File: src/design/dtc_pkg.sv
// package with register map, field layout and types of the dual timer control block
package dtc_pkg;

    // register offsets in the register file
    localparam logic [7:0] DTC_T0_CTRL_OFFSET = 8'hD2;
    localparam logic [7:0] DTC_T1_CTRL_OFFSET = 8'hFA;
    localparam logic [7:0] DTC_CTRL_RESET = 8'h00;

    // field positions inside a control register
    localparam int DTC_CLKSEL_LSB = 6;
    localparam int DTC_MODE_LSB = 4;
    localparam int DTC_CLEAR_BIT = 3;
    localparam int DTC_OVERFLOW_EN_BIT = 2;
    localparam int DTC_MATCH_EN_BIT = 1;
    localparam int DTC_MATCH_PEND_BIT = 0;

    // prescaler divisors, counted in oscillator cycles
    localparam int DTC_PRESC_W = 12;
    localparam int DTC_T0_DIV_SLOW = 4096;
    localparam int DTC_T0_DIV_MID = 256;
    localparam int DTC_T0_DIV_FAST = 8;
    localparam int DTC_T1_DIV_FAST = 4;
    localparam int DTC_T1_DIV_MID = 8;
    localparam int DTC_T1_DIV_SLOW = 16;

    // counter width is not fixed by the control registers
    localparam int DTC_CNT_W = 8;

    typedef enum logic [1:0] {
        DTC_MODE_INTERVAL = 2'b00,
        DTC_MODE_CAP_RISE = 2'b01,
        DTC_MODE_CAP_FALL = 2'b10,
        DTC_MODE_CODE3 = 2'b11
    } dtc_mode_type;

    typedef struct packed {
        logic [1:0] clk_sel;
        dtc_mode_type mode;
        logic clear;
        logic overflow_en;
        logic match_en;
        logic match_pend;
    } dtc_ctrl_type;

endpackage

File: src/design/dtc_channel.sv
// one timer channel: counter, compare reload, capture and pwm
`timescale 1ns/100ps
`default_nettype none
module dtc_channel #(
    parameter int CNT_W = 8,
    parameter bit HAS_PWM = 1'b1
) (
    // clock and reset
    input wire logic clk,
    input wire logic rst_n,
    // control
    input wire logic tick,
    input wire logic clr,
    input wire dtc_pkg::dtc_mode_type mode,
    input wire logic cap_rise,
    input wire logic cap_fall,
    input wire logic [CNT_W-1:0] compare,
    // results
    output logic [CNT_W-1:0] count_q,
    output logic [CNT_W-1:0] capture_q,
    output logic match_evt,
    output logic overflow_evt,
    output logic pwm_q
);
    import dtc_pkg::*;

    logic at_max;
    logic at_cmp;
    logic interval;
    logic pwm;
    logic cap_evt;
    logic match_hit;

    assign at_max = (count_q == {CNT_W{1'b1}});
    assign at_cmp = (count_q == compare);
    assign interval = (mode == DTC_MODE_INTERVAL);
    assign pwm = HAS_PWM && (mode == DTC_MODE_CODE3);
    // code 3 means both edges only on a channel without pwm
    assign cap_evt = ((mode == DTC_MODE_CAP_RISE) && cap_rise)
        || ((mode == DTC_MODE_CAP_FALL) && cap_fall)
        || (!HAS_PWM && (mode == DTC_MODE_CODE3) && (cap_rise || cap_fall));
    assign match_hit = tick && at_cmp && (interval || pwm) && !clr;
    assign overflow_evt = tick && at_max && !clr && !(interval && at_cmp);
    assign match_evt = match_hit || cap_evt;

    always_ff @(posedge clk) begin
        if (!rst_n) begin
            count_q <= '0;
        end else if (clr) begin
            count_q <= '0;
        end else if (tick) begin
            if (interval && at_cmp) begin
                count_q <= '0;
            end else begin
                count_q <= count_q + 1'b1;
            end
        end
    end

    always_ff @(posedge clk) begin
        if (!rst_n) begin
            capture_q <= '0;
        end else if (cap_evt) begin
            capture_q <= count_q;
        end
    end

    // output high from wrap until match
    always_ff @(posedge clk) begin
        if (!rst_n) begin
            pwm_q <= 1'b0;
        end else if (!pwm) begin
            pwm_q <= 1'b0;
        end else if (overflow_evt) begin
            pwm_q <= 1'b1;
        end else if (match_hit) begin
            pwm_q <= 1'b0;
        end
    end
endmodule
`default_nettype wire

File: src/design/dtc_top.sv
// top of the dual timer control block: control registers, clock select, pending flags
`timescale 1ns/100ps
`default_nettype none
module dtc_top #(
    parameter int CNT_W = dtc_pkg::DTC_CNT_W
) (
    // clock and reset
    input wire logic SYS_CLK,
    input wire logic RST_N,
    // register file port
    input wire logic [7:0] REG_ADDR,
    input wire logic REG_WR,
    input wire logic [7:0] REG_WDATA,
    output logic [7:0] REG_RDATA,
    // pins and external sources
    input wire logic TIMER_ZERO_EXTERNAL_CLOCK_PIN,
    input wire logic COUNTER_A_TOGGLE_FLOP,
    input wire logic T0_CAPTURE_PIN,
    input wire logic T1_CAPTURE_PIN,
    // compare values and counter results
    input wire logic [CNT_W-1:0] T0_COMPARE,
    input wire logic [CNT_W-1:0] T1_COMPARE,
    output logic [CNT_W-1:0] TIMER_ZERO_COUNTER,
    output logic [CNT_W-1:0] TIMER_ONE_COUNTER,
    output logic [CNT_W-1:0] T0_CAPTURE_DATA,
    output logic [CNT_W-1:0] T1_CAPTURE_DATA,
    output logic T0_PWM_OUT,
    // interrupt requests and overflow service
    output logic INTERRUPT_LEVEL_ZERO,
    output logic INTERRUPT_LEVEL_ONE,
    output logic T0_OVERFLOW_IRQ,
    output logic T1_OVERFLOW_IRQ,
    input wire logic T0_OVERFLOW_ACK,
    input wire logic T1_OVERFLOW_ACK
);
    import dtc_pkg::*;

    localparam int NSYNC = 4;
    localparam logic [DTC_PRESC_W-1:0] T0_MASK_SLOW = DTC_PRESC_W'(DTC_T0_DIV_SLOW - 1);
    localparam logic [DTC_PRESC_W-1:0] T0_MASK_MID = DTC_PRESC_W'(DTC_T0_DIV_MID - 1);
    localparam logic [DTC_PRESC_W-1:0] T0_MASK_FAST = DTC_PRESC_W'(DTC_T0_DIV_FAST - 1);
    localparam logic [DTC_PRESC_W-1:0] T1_MASK_FAST = DTC_PRESC_W'(DTC_T1_DIV_FAST - 1);
    localparam logic [DTC_PRESC_W-1:0] T1_MASK_MID = DTC_PRESC_W'(DTC_T1_DIV_MID - 1);
    localparam logic [DTC_PRESC_W-1:0] T1_MASK_SLOW = DTC_PRESC_W'(DTC_T1_DIV_SLOW - 1);

    // a divided tick fires when all prescaler bits under the mask are one
    function automatic logic presc_tick(input logic [DTC_PRESC_W-1:0] p, input logic [DTC_PRESC_W-1:0] m);
        presc_tick = ((p & m) == m);
    endfunction

    // read view: clear bit is a write-only command and reads zero
    function automatic logic [7:0] ctrl_view(input dtc_ctrl_type c, input logic pend);
        dtc_ctrl_type v;
        v = c;
        v.clear = 1'b0;
        v.match_pend = pend;
        ctrl_view = v;
    endfunction

    dtc_ctrl_type t0_ctrl_q;
    dtc_ctrl_type t1_ctrl_q;
    logic t0_match_pend_q;
    logic t1_match_pend_q;
    logic t0_ovf_pend_q;
    logic t1_ovf_pend_q;
    logic [DTC_PRESC_W-1:0] presc_q;
    logic [NSYNC-1:0] sync1_q;
    logic [NSYNC-1:0] sync2_q;
    logic [NSYNC-1:0] prev_q;
    logic [NSYNC-1:0] rise;
    logic [NSYNC-1:0] fall;
    logic [7:0] rdata_q;
    logic t0_wr;
    logic t1_wr;
    logic t0_clr;
    logic t1_clr;
    logic t0_tick;
    logic t1_tick;
    logic t0_match_evt;
    logic t1_match_evt;
    logic t0_ovf_evt;
    logic t1_ovf_evt;

    assign t0_wr = REG_WR && (REG_ADDR == DTC_T0_CTRL_OFFSET);
    assign t1_wr = REG_WR && (REG_ADDR == DTC_T1_CTRL_OFFSET);
    assign t0_clr = t0_wr && REG_WDATA[DTC_CLEAR_BIT];
    assign t1_clr = t1_wr && REG_WDATA[DTC_CLEAR_BIT];

    // pins arrive from outside the clock domain; sync1 feeds sync2 only
    always_ff @(posedge SYS_CLK) begin
        if (!RST_N) begin
            sync1_q <= '0;
            sync2_q <= '0;
            prev_q <= '0;
        end else begin
            sync1_q <= {T1_CAPTURE_PIN, T0_CAPTURE_PIN, COUNTER_A_TOGGLE_FLOP, TIMER_ZERO_EXTERNAL_CLOCK_PIN};
            sync2_q <= sync1_q;
            prev_q <= sync2_q;
        end
    end

    genvar gi;
    generate
        for (gi = 0; gi < NSYNC; gi++) begin : g_edge
            assign rise[gi] = sync2_q[gi] && !prev_q[gi];
            assign fall[gi] = !sync2_q[gi] && prev_q[gi];
        end
    endgenerate

    // free-running prescaler shared by both timers
    always_ff @(posedge SYS_CLK) begin
        if (!RST_N) begin
            presc_q <= '0;
        end else begin
            presc_q <= presc_q + 1'b1;
        end
    end

    always_comb begin
        unique case (t0_ctrl_q.clk_sel)
            2'b00: t0_tick = presc_tick(presc_q, T0_MASK_SLOW);
            2'b01: t0_tick = presc_tick(presc_q, T0_MASK_MID);
            2'b10: t0_tick = presc_tick(presc_q, T0_MASK_FAST);
            2'b11: t0_tick = rise[0];
        endcase
    end

    always_comb begin
        unique case (t1_ctrl_q.clk_sel)
            2'b00: t1_tick = presc_tick(presc_q, T1_MASK_FAST);
            2'b01: t1_tick = presc_tick(presc_q, T1_MASK_MID);
            2'b10: t1_tick = presc_tick(presc_q, T1_MASK_SLOW);
            2'b11: t1_tick = rise[1];
        endcase
    end

    // control fields; the clear bit is never stored
    always_ff @(posedge SYS_CLK) begin
        if (!RST_N) begin
            t0_ctrl_q <= DTC_CTRL_RESET;
        end else if (t0_wr) begin
            t0_ctrl_q <= {REG_WDATA[7:4], 1'b0, REG_WDATA[DTC_OVERFLOW_EN_BIT:DTC_MATCH_EN_BIT], 1'b0};
        end
    end

    always_ff @(posedge SYS_CLK) begin
        if (!RST_N) begin
            t1_ctrl_q <= DTC_CTRL_RESET;
        end else if (t1_wr) begin
            t1_ctrl_q <= {REG_WDATA[7:4], 1'b0, REG_WDATA[DTC_OVERFLOW_EN_BIT:DTC_MATCH_EN_BIT], 1'b0};
        end
    end

    // match pending: a new event wins over a software clear in the same cycle
    always_ff @(posedge SYS_CLK) begin
        if (!RST_N) begin
            t0_match_pend_q <= 1'b0;
        end else if (t0_match_evt) begin
            t0_match_pend_q <= 1'b1;
        end else if (t0_wr && !REG_WDATA[DTC_MATCH_PEND_BIT]) begin
            t0_match_pend_q <= 1'b0;
        end
    end

    always_ff @(posedge SYS_CLK) begin
        if (!RST_N) begin
            t1_match_pend_q <= 1'b0;
        end else if (t1_match_evt) begin
            t1_match_pend_q <= 1'b1;
        end else if (t1_wr && !REG_WDATA[DTC_MATCH_PEND_BIT]) begin
            t1_match_pend_q <= 1'b0;
        end
    end

    // overflow pending drops when the interrupt logic services it
    always_ff @(posedge SYS_CLK) begin
        if (!RST_N) begin
            t0_ovf_pend_q <= 1'b0;
        end else if (t0_ovf_evt) begin
            t0_ovf_pend_q <= 1'b1;
        end else if (T0_OVERFLOW_ACK) begin
            t0_ovf_pend_q <= 1'b0;
        end
    end

    always_ff @(posedge SYS_CLK) begin
        if (!RST_N) begin
            t1_ovf_pend_q <= 1'b0;
        end else if (t1_ovf_evt) begin
            t1_ovf_pend_q <= 1'b1;
        end else if (T1_OVERFLOW_ACK) begin
            t1_ovf_pend_q <= 1'b0;
        end
    end

    // read data registered, one cycle after the address
    always_ff @(posedge SYS_CLK) begin
        if (!RST_N) begin
            rdata_q <= '0;
        end else if (REG_ADDR == DTC_T0_CTRL_OFFSET) begin
            rdata_q <= ctrl_view(t0_ctrl_q, t0_match_pend_q);
        end else if (REG_ADDR == DTC_T1_CTRL_OFFSET) begin
            rdata_q <= ctrl_view(t1_ctrl_q, t1_match_pend_q);
        end else begin
            rdata_q <= '0;
        end
    end

    dtc_channel #(
        .CNT_W(CNT_W),
        .HAS_PWM(1'b1)
    ) u_timer_zero (
        .clk(SYS_CLK),
        .rst_n(RST_N),
        .tick(t0_tick),
        .clr(t0_clr),
        .mode(t0_ctrl_q.mode),
        .cap_rise(rise[2]),
        .cap_fall(fall[2]),
        .compare(T0_COMPARE),
        .count_q(TIMER_ZERO_COUNTER),
        .capture_q(T0_CAPTURE_DATA),
        .match_evt(t0_match_evt),
        .overflow_evt(t0_ovf_evt),
        .pwm_q(T0_PWM_OUT)
    );

    // the second channel has no pwm; code 3 captures on both edges
    dtc_channel #(
        .CNT_W(CNT_W),
        .HAS_PWM(1'b0)
    ) u_timer_one (
        .clk(SYS_CLK),
        .rst_n(RST_N),
        .tick(t1_tick),
        .clr(t1_clr),
        .mode(t1_ctrl_q.mode),
        .cap_rise(rise[3]),
        .cap_fall(fall[3]),
        .compare(T1_COMPARE),
        .count_q(TIMER_ONE_COUNTER),
        .capture_q(T1_CAPTURE_DATA),
        .match_evt(t1_match_evt),
        .overflow_evt(t1_ovf_evt),
        .pwm_q()
    );

    assign REG_RDATA = rdata_q;
    assign INTERRUPT_LEVEL_ZERO = t0_ctrl_q.match_en && t0_match_pend_q;
    assign INTERRUPT_LEVEL_ONE = t1_ctrl_q.match_en && t1_match_pend_q;
    assign T0_OVERFLOW_IRQ = t0_ctrl_q.overflow_en && t0_ovf_pend_q;
    assign T1_OVERFLOW_IRQ = t1_ctrl_q.overflow_en && t1_ovf_pend_q;
endmodule
`default_nettype wire

File: config.mk
export PLATFORM = sky130hd
export DESIGN_NAME = dtc_top
export DESIGN_NICKNAME = d
export VERILOG_FILES = /design/src/design/dtc_pkg.sv /design/src/design/dtc_channel.sv /design/src/design/dtc_top.sv
export SDC_FILE = /design/constraint.sdc
export NUM_CORES = 1
export LEC_CHECK = 0
export ABC_AREA = 1
export BUFFER_PORTS_ARGS = -buffer_cell sky130_fd_sc_hd__buf_2
export CAP_MARGIN = 0
export CORE_MARGIN = 2
export CORE_UTILIZATION = 54
export DETAILED_ROUTE_END_ITERATION = 12
export PLACE_DENSITY = 0.79
export REMOVE_ABC_BUFFERS = 1
export SYNTH_ARGS = -nofsm -noshare
export SYNTH_HDL_FRONTEND = slang
export SYNTH_SLANG_ARGS = --single-unit
File: constraint.sdc
create_clock -name SYS_CLK -period 2 [get_ports SYS_CLK]
set_clock_uncertainty 0.05 [all_clocks]
set_input_delay 0.2 -clock SYS_CLK [delete_from_list [all_inputs] [get_ports SYS_CLK]]
set_output_delay 0.2 -clock SYS_CLK [all_outputs]
set_load 0.02 [all_outputs]
# Word level (Yosys, flattened, before mapping)
# Cells that the tools add are included.
dict set report word_totals {
  regBits 81
  inputBits 41
  output_inout_bits 45
  word_cells 132
}
dict set report classes {
  n_addsub 3
  n_eq_ne 23
  n_mux 16
  bitwise_logic 1
  reduce_logical 66
}
# op n
set op_table {}
lappend op_table {{== test 8 bit, second input constant} 5}
lappend op_table {{logical AND 1 bit} 35}
lappend op_table {{two-way mux 8 bit} 4}
lappend op_table {{== test 2 bit, second input constant} 9}
lappend op_table {{adder 8 x 1 -> 8 bit, second input constant} 2}
lappend op_table {{== test 8 bit} 2}
lappend op_table {{adder 12 x 1 -> 12 bit, second input constant} 1}
lappend op_table {{== test 12 bit, second input constant} 1}
lappend op_table {{logical NOT 1 bit} 11}
lappend op_table {{two-way mux 1 bit} 10}
lappend op_table {{nonzero test 2 bit} 5}
lappend op_table {{== test 2 x 1 -> 1 bit, second input constant} 4}
lappend op_table {{logical NOT 2 bit} 4}
lappend op_table {{one-hot mux 1 bit (4 select lines)} 2}
lappend op_table {{logical OR 1 bit} 7}
lappend op_table {{OR reduction 2 bit} 3}
lappend op_table {{== test 4 bit, second input constant} 1}
lappend op_table {{== test 3 bit, second input constant} 1}
lappend op_table {{AND reduction 2 bit} 1}
lappend op_table {{inverter 1 bit} 1}

# Logic depth before layout (Yosys ltp)
dict set report depth {
  word_depth 8
  mapped_depth 12
}

# By module
# A second synthesis with hierarchy kept.
dict set report unflattened {
  hier_cells 535
  hier_area_um2 3764.9
}
# mod instances cells_per_inst area_each_um2 seq_area_each_um2
set by_module_without_submodules {}
lappend by_module_without_submodules {dtc_top 1 279 1966.9 940.9}
lappend by_module_without_submodules {{dtc_channel at u_timer_zero} 1 128 942.2 340.3}
lappend by_module_without_submodules {{dtc_channel at u_timer_one} 1 128 855.8 320.3}

# Worst setup path after synthesis
# No wires, ideal clock.
dict set report synth_path {
  path_type {register -> register}
  start {reg presc_q[0]}
  end {reg u_timer_one.count_q[2]}
  arrival_ns 1.410
  required_ns 1.870
  path_slack_ns 0.460
  path_stages_with_launch 10
  n_path_buf 0
  period_less_slack_ns 1.540
  cell_sequence {dfxtp_1 > ha_1 > ha_1 > inv_1 > nand2_1 > nand2_1 > nand3_4 > nand4_2 > nand2_2 > nor3b_1}
}
dict set report synth_via {
  elab_chain_len 2
}
# element line_no
set synth_rtl {}
lappend synth_rtl {{start, declared} dtc_top.sv:66} ;# logic [DTC_PRESC_W-1:0] presc_q;
lappend synth_rtl {{start signal, assigned} dtc_top.sv:115} ;# presc_q <= presc_q + 1'b1;
lappend synth_rtl {{== test 4 bit (tied with other cells)} dtc_top.sv:48} ;# presc_tick = ((p & m) == m);
lappend synth_rtl {{one-hot mux 1 bit (4 select lines) (*)} dtc_top.sv:129} ;# unique case (t1_ctrl_q.clk_sel)
lappend synth_rtl {{end signal, assigned} dtc_channel.sv:55} ;# count_q <= count_q + 1'b1;
lappend synth_rtl {{end, declared} dtc_channel.sv:19} ;# output logic [CNT_W-1:0] count_q,
# Every way passes the cells marked *; elsewhere a longest branch is shown, timed or not.
# A chain may end at the register's enable or synchronous reset.

# Worst setup path after layout
dict set report layout_path {
  start {reg presc_q[0]}
  end {reg u_timer_zero.count_q[7]}
}
dict set report layout_via {
  elab_chain_len 2
}
# element line_no
set layout_rtl {}
lappend layout_rtl {{== test 12 bit (tied with other cells)} dtc_top.sv:48}
lappend layout_rtl {{one-hot mux 1 bit (4 select lines) (*)} dtc_top.sv:120} ;# unique case (t0_ctrl_q.clk_sel)
lappend layout_rtl {{end signal, assigned} dtc_channel.sv:55}
lappend layout_rtl {{end, declared} dtc_channel.sv:19}
# Marked as above.

==> results.yml <==
sta:
  fin_crit_ps: 1790
  fmax_mhz: 560
  drv_slew: 0
  rsz0062_at_grt: "false"
  setup-violations-final: 0
  finalHoldViolCount: 0
  period_share_pct: 89.4
  tns_ps: 0
worst_setup_path:
  slowest_delay_ps: 360
  r2r_start: "presc_q[0]"
  path_common_cell: "ha_1"
  crit_fanout: 11
  crit_path_end_kind: "flop"
  cpMaxStageDelayCell: "dfxtp_1"
  crit_chain: "ha_1 -> ha_1 -> inv_1 -> o21ai_0 -> nand2_1 -> nand2_4 -> inv_4 -> o21ai_4 -> a21oi_1"
  crit_end: "u_timer_zero.count_q[7]"
  critPathArrivalTime_ps: 1970
  reg2reg_slack_ps: 210
  r2r_cells: 9
  cp.depth: 9
  worstSetupStartpoint: "presc_q[0]"
  critical_path_required_ps: 2180
  rr_endpoint: "u_timer_zero.count_q[7]"
  path_buf_inv: 2
  start_kind: "flop"
  critPathKind: "flop to flop"
  cp_top_family: "compound AO/OA/AOI/OAI gates"
synthesis:
  synth_cell_types: 42
  avgSynthCellArea_um2: 7.53
  synth.most_common_cell: "nand2_1"
  synth_area_mm2: 0.00373
  async_reset_ff_share_pct: 0
  synth_top_cell_by_area: "dfxtp_1"
  synth_top_cells_by_count: "95 x nand2_1, 80 x dfxtp_1, 71 x inv_1"
  synth_top_area_share_pct: 42.9
  synthCells: 496
  yosysSeqAreaShare_pct: 42.9
  ys_seq_elements: 80
  ys.flop_type: "dfxtp_1"
  yosys_warnings: 0
  synth_edf_count: 0
  synth_area_leaders: "dfxtp_1 43%, nand2_1 9.5%, inv_1 7.1%, a21oi_1 5.2%, nor2_1 4.9%"
run_status:
  status: "finished clean"
detailed_routing:
  drt_wl_total_um: 8210
  drt-initial-drc-count: 133
  wl_met3_um: 487
  wl_per_cell_um: 12.2
  antenna_left: 0
  num_vias: 3392
  wl_met2_um: 3910
  dr.pass1.iters: 5
  drc: 0
  met1Wirelength_um: 3660
  highest_layer: "met4"
  vias_per_cell: 5.05
power:
  switching_share_pct: 21.6
  combPwrFrac_pct: 5.4
  clockPowerShare_pct: 43.4
  p_leak_nw: 2.10
  power_density_mw_per_mm2: 705
  ir_drop_v: 0.000372
  pwr-share-seq_pct: 51.1
  intPower_mw: 2.49
  p_sw_mw: 0.684
cells_and_area:
  post-route-util_pct: 66.6
  final_nets: 638
  drive_above_1_share_pct: 24.0
  syn2layout_area_growth_pct: 20.5
  diodes: 0
  nFillCells: 561
global_routing:
  grt_first_pass_wirelength_um: 13400
  grt-ovfl-total: 0
  track_usage_pct: 22.4
  grt_max_degree: 30
  grt_pass1_vias: 3026
  antenna_found_initial: 0
cts:
  postCtsResizedCells: 0
  cts_max_path_buffers: 2
  cts_root_buffer: "clkbuf_8"
  clock_latency_ps: 360
  tritoncts: "built"
  cts_buffers: 9
  htreeDepth: 3
  cts.sinks: 80
  ctsHoldBuffers: 4
  post_cts_buffers: 0
  clk_pin_slew_worst_paths_ps: 80
die:
  die_h_um: 87.2
  rows: 30
  die_x_um: 87.2
  design.core.area_mm2: 0.00676
  start_util_pct: 55.3
  die_area_mm2: 0.00760
  io_pins: 86
placement:
  hpwlAfterDp_um: 5960
  gp_congestion: 0.856
  io_buffers: 84
job:
  cap_viol_max_count: 0
worst_hold_path:
  worstHoldStart: "REG_WDATA[2]"
  hold_class: "input port to flop"
==> cells by family (layout without fill, tap and decap cells) <==
group | count (synthesis) | count (layout) | share of synthesized area, %
compound gates | 90 | 90 | 13.5
xor+xnor | 14 | 14 | 3.28
fa+ha+maj | 10 | 10 | 3.35
buf+inv | 91 | 187 | 9.68
flops | 80 | 80 | 42.9
other cells | 1 | 1 | 0.100
simple gates | 210 | 210 | 27.2
==> registers in the layout (all words and copies together), names as in the netlist <==
signal / flops
REG_RDATA: 7
presc_q: 12
prev_q: 4
sync1_q: 4
sync2_q: 4
t0_ctrl_q: 6
t0_match_pend_q: 1
t0_ovf_pend_q: 1
t1_ctrl_q: 6
t1_match_pend_q: 1
t1_ovf_pend_q: 1
u_timer_one.capture_q: 8
u_timer_one.count_q: 8
u_timer_zero.capture_q: 8
u_timer_zero.count_q: 8
u_timer_zero.pwm_q: 1
==> power by group through the flow <==
stage	sequential [mW]	clock, mW	combinational, mW
final	1.62	1.38	0.172
after global routing	1.62	1.47	0.193
after CTS	1.62	1.40	0.172
after detailed placement	1.66	0	0.164
after global placement	1.66	0	0.160
after floorplan	1.66	0	0.0806
==> cells in the final DEF, fill, tap and decap left out, drive strengths merged, types with 2 or more instances in the layout <==
cell type / instances
bufinv: 2
o21ai: 35
nand2: 101
clkbuf: 12
nand4: 9
nand3: 24
nor2: 60
o21a: 2
buf: 87
inv: 79
dlygate4sd3: 4
a211oi: 8
a21oi: 42
dfxtp: 80
clkinvlp: 2
xnor2: 8
xor2: 6
nor3b: 4
nor3: 9
ha: 10
==> per-layer routing <==
metal	up-vias	GRT usage (%)
li1	1755	-
met1	1518	28.2
met2	103	37.6
met3	16	3.89
met4	0	10.1
met5	-	0
==> layout make-up <==
class | count | area, um2 | share of cell area (%)
Clock inverter | 4 | 75.1 | 1.67
Clock buffer | 12 | 165 | 3.67
Inverter | 80 | 303 | 6.73
Sequential cell | 80 | 1600 | 35.6
Tap cell | 80 | 100 | 2.22
Multi-Input combinational cell | 325 | 1770 | 39.4
Timing Repair Buffer | 91 | 483 | 10.7
==> worst register-to-register path, cell delays in order, from the launching register on <==
cell and delay, ps:
dfxtp_1 360, ha_1 220, ha_1 160, inv_1 50, o21ai_0 150, nand2_1 110
nand2_4 170, inv_4 90, o21ai_4 240, a21oi_1 70
==> worst min path at each step <==
stage	endpoint	cells after the start
3_5_place_dp	sync1_q[1]	3
5_1_grt	t1_ctrl_q[2]	3
3_3_place_gp	sync1_q[0]	3
4_1_cts	t1_ctrl_q[2]	3
2_1_floorplan	presc_q[1]	2
6_report	t1_ctrl_q[2]	3
==> per-stage QoR <==
stage	hold WS (ps)	area (um2)	worst slack, ps	total power, mW	cells
after floorplan	243	3680	403	1.74	485
after global placement	330	4220	300	1.82	652
after detailed placement	335	4220	230	1.82	652
after CTS	36.0	4500	206	3.20	672
after global routing	48.6	4500	30.0	3.29	672
final	41.5	4500	213	3.17	672
(Power assumes the default switching activity.)
